`config.mk`:
```
export PLATFORM = sky130hd
export DESIGN_NAME = arf_adc_result_formatter
export DESIGN_NICKNAME = d
export VERILOG_FILES = /design/src/arf_pkg.sv /design/src/arf_result_store.sv /design/src/arf_adc_result_formatter.sv
export SDC_FILE = /design/constraint.sdc
export NUM_CORES = 1
export LEC_CHECK = 0
export ABC_AREA = 1
export BUFFER_PORTS_ARGS = -buffer_cell sky130_fd_sc_hd__buf_2
export CAP_MARGIN = 20
export CORE_ASPECT_RATIO = 1.2
export CORE_MARGIN = 2
export CORE_UTILIZATION = 35
export CTS_CLUSTER_SIZE = 30
export DETAILED_ROUTE_END_ITERATION = 8
export SLEW_MARGIN = 15
export SYNTH_ARGS = -nofsm -noshare
export SYNTH_HDL_FRONTEND = slang
export SYNTH_SLANG_ARGS = --single-unit
```
`constraint.sdc`:
```
create_clock -name mclk -period 4 [get_ports mclk]
set_input_delay 0.4 -clock mclk [delete_from_list [all_inputs] [get_ports mclk]]
set_output_delay 0.4 -clock mclk [all_outputs]
set_load 0.05 [all_outputs]
```
`src/arf_pkg.sv`:
```
`default_nettype none
package arf_pkg;
	// register byte addresses on the bus
	localparam logic [3:0] ADDR_CTRL   = 4'h0;
	localparam logic [3:0] ADDR_FORMAT = 4'h4;
	localparam logic [3:0] ADDR_RES_HI = 4'h8;
	localparam logic [3:0] ADDR_RES_LO = 4'hc;
	localparam int ADDR_W = 4;
	// control and format register fields, sizes, reset values and states
	localparam int CTRL_ENABLE_BIT = 0;
	localparam int CTRL_START_BIT  = 1;
	localparam int CTRL_CHAN_LSB   = 2;
	localparam int CHAN_W          = 5;
	localparam int FORMAT_JUST_BIT = 7;
	localparam int RES_W           = 10;
	localparam int CONV_CYCLES     = 11;
	localparam logic [7:0] CTRL_RESET   = 8'h00;
	localparam logic [7:0] FORMAT_RESET = 8'h00;
	typedef enum logic [1:0] {
		ARF_IDLE,
		ARF_CONVERT,
		ARF_LOAD
	} arf_state_t;
endpackage : arf_pkg
`default_nettype wire

```
`src/arf_result_store.sv`:
```
`timescale 1ns/1ps
`default_nettype none
// holds the two result bytes; no reset, contents are unknown after power-up
module arf_result_store (
	input  wire logic       mclk,
	input  wire logic       load,
	input  wire logic [9:0] result,
	input  wire logic       justify_right,
	input  wire logic       wr_hi,
	input  wire logic       wr_lo,
	input  wire logic [7:0] wdata,
	output logic      [7:0] high_byte,
	output logic      [7:0] low_byte
);
	logic [7:0] high_d;
	logic [7:0] low_d;

	always_comb begin
		high_d = high_byte;
		low_d  = low_byte;
		if (load) begin
			if (justify_right) begin
				high_d = {6'h00, result[9:8]};
				low_d  = result[7:0];
			end else begin
				high_d = result[9:2];
				low_d  = {result[1:0], 6'h00};
			end
		end else begin
			if (wr_hi)
				high_d = wdata;
			if (wr_lo)
				low_d = wdata;
		end
	end

	// deliberately not reset: device resets leave the results unchanged
	always_ff @(posedge mclk) begin
		high_byte <= high_d;
		low_byte  <= low_d;
	end
endmodule : arf_result_store
`default_nettype wire

```
`src/arf_adc_result_formatter.sv`:
```
// Implementation choices: the register addresses and register access over Avalon-MM.
`timescale 1ns/1ps
`default_nettype none
// Overview of operation
// - left justified: result bits 1:0 go to low byte 7:6, rest zero
// - right justified: result bits 9:8 go to high byte 1:0, rest zero
// - right justified: result bits 7:0 fill the low byte
// - result bytes read/write, unknown at power-up, kept over resets
// - each conversion yields a 10-bit result of 1024 steps
// - format bit 1 selects right, 0 selects left justification
// - left justified: result bits 9:2 fill the high byte
// - start flag clears itself at completion; 1 means busy
module arf_adc_result_formatter #(
	parameter int RESULT_W = 10
) (
	input  wire logic       mclk,
	input  wire logic       rst_n,
	input  wire logic [3:0] avs_address,
	input  wire logic       avs_read,
	input  wire logic       avs_write,
	input  wire logic [31:0] avs_writedata,
	input  wire logic [3:0] avs_byteenable,
	output logic      [31:0] avs_readdata,
	output logic            avs_waitrequest,
	input  wire logic [9:0] sample_code,
	output logic      [4:0] channel_select,
	output logic            converter_enable,
	output logic            conversion_busy
);
	// refuse sizes that the datapath and the cycle counter cannot carry
	if (RESULT_W != arf_pkg::RES_W) begin : g_bad_result_w
		$error("RESULT_W must equal the converter width");
	end
	if (arf_pkg::CONV_CYCLES < 2 || arf_pkg::CONV_CYCLES > 16) begin : g_bad_conv
		$error("conversion length must fit the cycle counter");
	end
	if (arf_pkg::ADDR_W != 4) begin : g_bad_addr_w
		$error("address decode assumes a four bit byte address");
	end

	arf_pkg::arf_state_t state_q;
	arf_pkg::arf_state_t state_d;
	logic [3:0]  cnt_q;
	logic [3:0]  cnt_d;
	logic [7:0]  ctrl_q;
	logic [7:0]  ctrl_d;
	logic [7:0]  format_q;
	logic [7:0]  format_d;
	logic [9:0]  sample_q;
	logic [9:0]  sample_d;
	logic        ack_q;
	logic        ack_d;
	logic [31:0] rdata_d;
	logic        load;
	logic        wr_hi;
	logic        wr_lo;
	logic        access;
	logic        wr_go;
	logic [7:0]  high_byte;
	logic [7:0]  low_byte;
	logic [4:0]  chan_d;
	logic        enable_d;
	logic        busy_d;
	logic        waitreq_d;

	// true when the bus address selects the given register
	function automatic logic addr_hit(
		input logic [3:0] addr,
		input logic [3:0] target
	);
		return addr == target;
	endfunction : addr_hit

	// readback word for one register byte, upper bits read as zero
	function automatic logic [31:0] pad_byte(input logic [7:0] val);
		return {24'h000000, val};
	endfunction : pad_byte

	// one wait state: waitrequest drops in the cycle after a request arrives
	assign access = (avs_read | avs_write) & ~ack_q;
	assign wr_go  = avs_write & ack_q & avs_byteenable[0];
	assign wr_hi  = wr_go && addr_hit(avs_address, arf_pkg::ADDR_RES_HI);
	assign wr_lo  = wr_go && addr_hit(avs_address, arf_pkg::ADDR_RES_LO);
	assign load   = (state_q == arf_pkg::ARF_LOAD);

	always_comb begin
		state_d  = state_q;
		cnt_d    = cnt_q;
		ctrl_d   = ctrl_q;
		format_d = format_q;
		sample_d = sample_q;
		ack_d    = access;
		if (wr_go && addr_hit(avs_address, arf_pkg::ADDR_CTRL))
			ctrl_d = {1'b0, avs_writedata[6:0]};
		if (wr_go && addr_hit(avs_address, arf_pkg::ADDR_FORMAT))
			format_d = {avs_writedata[7], 7'h00};
		case (state_q)
			arf_pkg::ARF_IDLE: begin
				// start is only honoured with the converter enabled;
				// acquisition timing is left to software
				if (ctrl_q[arf_pkg::CTRL_START_BIT]) begin
					if (ctrl_q[arf_pkg::CTRL_ENABLE_BIT]) begin
						state_d = arf_pkg::ARF_CONVERT;
						cnt_d   = 4'h0;
					end else begin
						ctrl_d[arf_pkg::CTRL_START_BIT] = 1'b0;
					end
				end
			end
			arf_pkg::ARF_CONVERT: begin
				cnt_d = cnt_q + 4'h1;
				if (cnt_q == 4'(arf_pkg::CONV_CYCLES - 1)) begin
					sample_d = sample_code;
					state_d  = arf_pkg::ARF_LOAD;
				end
				if (!ctrl_q[arf_pkg::CTRL_ENABLE_BIT]) begin
					state_d = arf_pkg::ARF_IDLE;
					ctrl_d[arf_pkg::CTRL_START_BIT] = 1'b0;
				end
			end
			arf_pkg::ARF_LOAD: begin
				state_d = arf_pkg::ARF_IDLE;
				// hardware clear wins over any software write this cycle
				ctrl_d[arf_pkg::CTRL_START_BIT] = 1'b0;
			end
			default: state_d = arf_pkg::ARF_IDLE;
		endcase
	end

	always_comb begin
		// read data stand until the next read is answered
		rdata_d = avs_readdata;
		if (avs_read && !ack_q) begin
			case (avs_address)
				arf_pkg::ADDR_CTRL:   rdata_d = pad_byte(ctrl_d);
				arf_pkg::ADDR_FORMAT: rdata_d = pad_byte(format_q);
				arf_pkg::ADDR_RES_HI: rdata_d = pad_byte(high_byte);
				arf_pkg::ADDR_RES_LO: rdata_d = pad_byte(low_byte);
				default:              rdata_d = 32'h0000_0000;
			endcase
		end
	end

	always_ff @(posedge mclk) begin
		if (!rst_n) begin
			state_q  <= arf_pkg::ARF_IDLE;
			cnt_q    <= 4'h0;
			ctrl_q   <= arf_pkg::CTRL_RESET;
			format_q <= arf_pkg::FORMAT_RESET;
			sample_q <= 10'h000;
		end else begin
			state_q  <= state_d;
			cnt_q    <= cnt_d;
			ctrl_q   <= ctrl_d;
			format_q <= format_d;
			sample_q <= sample_d;
		end
	end

	// bus answer: one wait state, read data held between reads
	always_ff @(posedge mclk) begin
		if (!rst_n) begin
			ack_q        <= 1'b0;
			avs_readdata <= 32'h0000_0000;
		end else begin
			ack_q        <= ack_d;
			avs_readdata <= rdata_d;
		end
	end

	// outputs follow the next control value so they move with the write
	always_comb begin
		chan_d    = ctrl_d[arf_pkg::CTRL_CHAN_LSB +: arf_pkg::CHAN_W];
		enable_d  = ctrl_d[arf_pkg::CTRL_ENABLE_BIT];
		busy_d    = ctrl_d[arf_pkg::CTRL_START_BIT];
		waitreq_d = ~access;
	end

	always_ff @(posedge mclk) begin
		if (!rst_n) begin
			avs_waitrequest  <= 1'b1;
			channel_select   <= 5'h00;
			converter_enable <= 1'b0;
			conversion_busy  <= 1'b0;
		end else begin
			avs_waitrequest  <= waitreq_d;
			channel_select   <= chan_d;
			converter_enable <= enable_d;
			conversion_busy  <= busy_d;
		end
	end

	// results take the sample only in the single load cycle after conversion; bus writes to ADDR_RES_HI and ADDR_RES_LO change them otherwise
	arf_result_store u_store (
		.mclk          (mclk),
		.load          (load),
		.result        (sample_q),
		.justify_right (format_q[arf_pkg::FORMAT_JUST_BIT]),
		.wr_hi         (wr_hi),
		.wr_lo         (wr_lo),
		.wdata         (avs_writedata[7:0]),
		.high_byte     (high_byte),
		.low_byte      (low_byte)
	);
endmodule : arf_adc_result_formatter
`default_nettype wire

```
-- Word-level counts from Yosys, hierarchy flattened
Index checks and enable logic that the tools add are counted.
- bits in registers: 82
- bits in latches: 0
- RAM bits: 0
- memory bits (read-only): 0
- bits of input ports: 54
- output and inout bits: 40
- logic and storage cells: 62
- memories kept: 0
- add/sub/neg operators: 1
- multipliers: 0
- divide/modulo/power cells: 0
- order comparisons: 0
- equal/unequal tests: 9
- shift-type cells: 0
- muxes and demuxes: 19
- bitwise logic cells: 6
- reductions and logical operators: 14
- operators with widths (kind ; count):
    $mux 8 ; 7
    $pmux 8 s4 ; 1
    $eq 4x4->1 const B ; 3
    $mux 2 ; 4
    $mux 4 ; 2
    $pmux 4 s2 ; 1
    $reduce_and 3->1 ; 2
    $reduce_bool 2->1 ; 3
    $logic_and 1x1->1 ; 5
    $add 4x1->4 const B ; 1
    $eq 4x3->1 const B ; 1
    $logic_not 4->1 ; 1
    $ne 2x2->1 const B ; 2
    $pmux 2 s2 ; 1
    $and 1x1->1 ; 3
    $ne 3x3->1 const B ; 1
    $pmux 1 s3 ; 1
    $eq 2x1->1 const B ; 1
    $eq 2x2->1 const B ; 1
    $logic_not 2->1 ; 1
    $mux 1 ; 2
    $not 1->1 ; 2
    $reduce_and 2->1 ; 1
    $logic_not 1->1 ; 1
    $or 1x1->1 ; 1

-- Longest topological paths before layout
- word-level depth: 8
- mapped depth: 9
- gate-level depth less buffers: 8

-- Cells and area by module
Synthesis repeated with hierarchy kept, for this count alone.
- cells, all modules: 333
- area total of the unflattened synthesis: 2605.0 sq um
- modules (own cells, without submodules) (module ; instances ; cells each ; area an instance (sq um) ; sequential area each (sq um)):
    arf_adc_result_formatter ; 1 ; 265 ; 1866.8 ; 700.7
    arf_result_store ; 1 ; 68 ; 738.2 ; 480.5

-- Worst setup path before layout
OpenSTA, ideal clock, no wires.
- path kind: input port to flip-flop
- start point: input port avs_address[1]
- end point: register u_store.low_byte[0] (enable)
- setup time: 0.384 ns
- arrival time: 1.364 ns
- data required time: 3.616 ns
- slack: 2.252 ns
- stages on the path: 3
- path buffers: 0
- path through: nor2_4 nand3_1 o21ai_0
- cells in the longest elaborated chain, start to end: 3
- RTL lines (element ; RTL line ; RTL):
    start, declared ; arf_adc_result_formatter.sv:18 ; input wire logic [3:0] avs_address,
    $eq 4x4->1 ; arf_adc_result_formatter.sv:71 ; return addr == target;
    $logic_and 1x1->1 ; arf_adc_result_formatter.sv:83 ; assign wr_lo = wr_go && addr_hit(avs_address, arf_pkg::ADDR_RES_LO);
    $reduce_bool 2->1 (no source line) ; n/a ;
    end signal, assigned ; arf_result_store.sv:40 ; low_byte <= low_d;
    end, declared ; arf_result_store.sv:13 ; output logic [7:0] low_byte
Every way passes these cells.
A chain may end at the register's enable or synchronous reset.

-- Worst setup path in the final report
- start point: register state_q[1]
- end point: register u_store.low_byte[6] (enable)
- cells in the longest elaborated chain, start to end: 2
- RTL lines (element ; RTL line ; RTL):
    start, declared ; arf_adc_result_formatter.sv:41 ; arf_pkg::arf_state_t state_q;
    start signal, assigned ; arf_adc_result_formatter.sv:146 ; state_q <= arf_pkg::ARF_IDLE;
    start signal, assigned ; arf_adc_result_formatter.sv:152 ; state_q <= state_d;
    $eq 2x2->1 ; arf_adc_result_formatter.sv:84 ; assign load = (state_q == arf_pkg::ARF_LOAD);
    $reduce_bool 2->1 (no source line) ; n/a ;
Every way passes these cells.

==> flow_summary.toml <==
[pwr]
power_uw = 994.3
intPower_uw = 738.9
seq_power_share = 0.541
switching_share = 0.2569
power.switching_uw = 255.4
power_leakage_uw = 0.001231
ir_drop_uv = 164.5
clockPowerShare = 0.347
powerDensity_nw_per_um2 = 352.6
p_comb_frac = 0.112

[synthesis]
ys_ff_latch = 51
yosysTopAreaCellShare = 0.2722
avgSynthCellArea_um2 = 7.871
synthCells = 327
ys_types = 27
synth_area_leaders = "dfxtp_1 27%, edfxtp_1 19%, buf_4 8.8%"
ys_seq_area_frac = 0.4589
synth_area_leader_cell = "dfxtp_1"
netlist_area_um2 = 2574
yosysWarnings = 0

[timing]
relSlewSlack = 0.2935
slew_viol_final = 0
setup_viol = 0
fmax_ghz = 0.4847
rsz0062_at_grt = "false"
tns_ps = 0
min_period_ps = 2063
worst_clock_skew_ps = 5.837
tightest_slew_ps = 1049
hold_viol_final = 0
min_period_over_period = 0.5158

[die]
io_pins = 94
die_h_um = 97.94
rows = 34
core_area_um2 = 7189
initial_utilization = 0.3580
die_w_um = 82.28
die-area_um2 = 8058

[critical_path]
path_common_cell = "inv_1"
slowest_delay_ps = 490
r2r_cells = 4
end_kind = "register"
critical_path_peak_fanout = 14
critPathArrivalTime_ps = 1990
cp_cell_sequence = "inv_1, nor2_2, inv_1, o21ai_0"
path_delay_family = "compound AO/OA/AOI/OAI gates"
worstPathRequired_ps = 3930
start_kind = "register"
crit_type = "register to register"
slowest_stage = "o21ai_0"
critical_path_buf_inv_count = 2
critical_path_depth = 4

[global_routing]
grt_pass1_wl_um = 8459
antenna_found_initial = 0
gr-total-overflow = 0
grt_max_degree = 22
grt_usage = 0.1318
grt_pass1_vias = 1880

[cts]
post_cts_resized = 0
ctsHoldBuffers = 0
cts_tree = "yes"
clk_pin_slew_ps = 90
ctsRootBufferMaster = "clkbuf_8"
htree_num_levels = 2
clk_path_buf_depth = 2
tritoncts.num_buffers = 5
cts.sinks = 51
insertion_delay_ps = 300
post-cts-setup-buffers = 0

[detailed_routing]
wire_per_inst_um = 10.79
num_vias = 1999
drt_first_pass_iters = 4
drc_errors = 0
wl_met1_um = 2264
via_per_inst = 4.432
drt.antenna.violating_nets = 0
wl_um = 4865
top_layer_used = "met4"
first_iter_violations = 105
wl_met2_um = 2280
wl_met3_um = 245

[run]
max_cap_viol_count = 0

[place]
port_buffers = 42
gp_congestion = 0.7375
hpwl_um = 3878

[finish]
multiInputGateArea_um2 = 1055
drive_gt1_frac = 0.1828
nNetsFinal = 416
seq_area_um2 = 1181
area_delta_synth_final_pct = 9.577
antennaDiodeCount = 0
fillers = 795
mostFrequentLayoutCell = "nand2_1"
final_cell_mix = "50 x nand2_1, 42 x buf_2, 38 x inv_1, 35 x o21ai_0, 35 x dfxtp_1"

[worst_hold_path]
hold_path_class = "input pin to register"
whs_path_depth = 3

[status]
run_status = "complete, no violations"
worst reg2reg max path, cell delays in order (launching register included):
cell	delay, ps
dfxtp_1	390
inv_1	100
nor2_2	380
inv_1	330
o21ai_0	490
registers in the layout, summed over array words and instances, names as in the netlist:
register,count
ctrl_q,8
format_q,1
sample_q,10
cnt_q,4
avs_waitrequest,1
ack_q,1
u_store.high_byte,8
state_q,2
u_store.low_byte,8
avs_readdata,8
through the flow:
stage | worst slack (ps) | utilization | hold WS (ps) | instances | area, µm²
3_3_place_gp | 1596 | 0.3773 | 448.2 | 443 | 2713
6_report | 1937 | 0.3923 | 316.8 | 451 | 2820
4_1_cts | 1894 | 0.3923 | 311.4 | 451 | 2820
3_5_place_dp | 1589 | 0.3773 | 453.4 | 443 | 2713
2_1_floorplan | 2252 | - | 435.6 | 350 | 2660
5_1_grt | 1753 | 0.3923 | 318.0 | 451 | 2820
final cells by class:
| type | instances | area share |
|---|---|---|
| repair buffers | 42 | 0.07453 |
| well taps | 90 | 0.03993 |
| clock buffers | 5 | 0.02440 |
| multi-input cells | 219 | 0.3740 |
| clock inverters | 3 | 0.01375 |
| inverters | 41 | 0.05457 |
| flip-flops and latches | 51 | 0.4188 |
worst paths after layout:
path / slack [ps] / from / endpoint
max: 1940 / state_q[1] / u_store.low_byte[6]
min: 320 / sample_code[9] / sample_q[9]
max reg2reg: 1940 / state_q[1] / u_store.low_byte[6]
min reg2reg: 470 / avs_readdata[4] / avs_readdata[4]
power by group through the flow:
| stage | Sequential (µW) | Clock (µW) | Combinational (µW) |
|---|---|---|---|
| 5_1_grt | 538 | 378 | 123 |
| 2_1_floorplan | 557 | 0 | 97.4 |
| 6_report | 538 | 345 | 112 |
| 4_1_cts | 538 | 354 | 112 |
| 3_5_place_dp | 550 | 0 | 112 |
| 3_3_place_gp | 550 | 0 | 111 |
cell usage after synthesis (all sizes together):
cell type / count
a211oi: 1
a21oi: 15
buf: 34
clkbuf: 5
conb: 1
dfxtp: 35
edfxtp: 16
ha: 2
inv: 41
nand2: 54
nand3: 24
nand4: 7
nor2: 39
nor3: 2
nor3b: 3
nor4: 1
o211ai: 6
o21ai: 36
o31ai: 4
or2: 1
cell families (layout without fill, tap and decap cells):
group | after synthesis | in the layout | synth area share
DFF | 51 | 51 | 0.4589
adders and majority gates | 2 | 2 | 0.009721
AOI/OAI and AO/OA | 62 | 62 | 0.1327
other | 1 | 24 | 0.001457
buffers and inverters | 80 | 91 | 0.1648
and+or+nand+nor | 131 | 131 | 0.2324
per-layer routing:
layer	global-route usage	up-vias
li1	-	1083
met4	0.05385	0
met3	0.01109	6
met1	0.1714	858
met5	0	-
met2	0.2208	52
(Power assumes the default switching activity.)
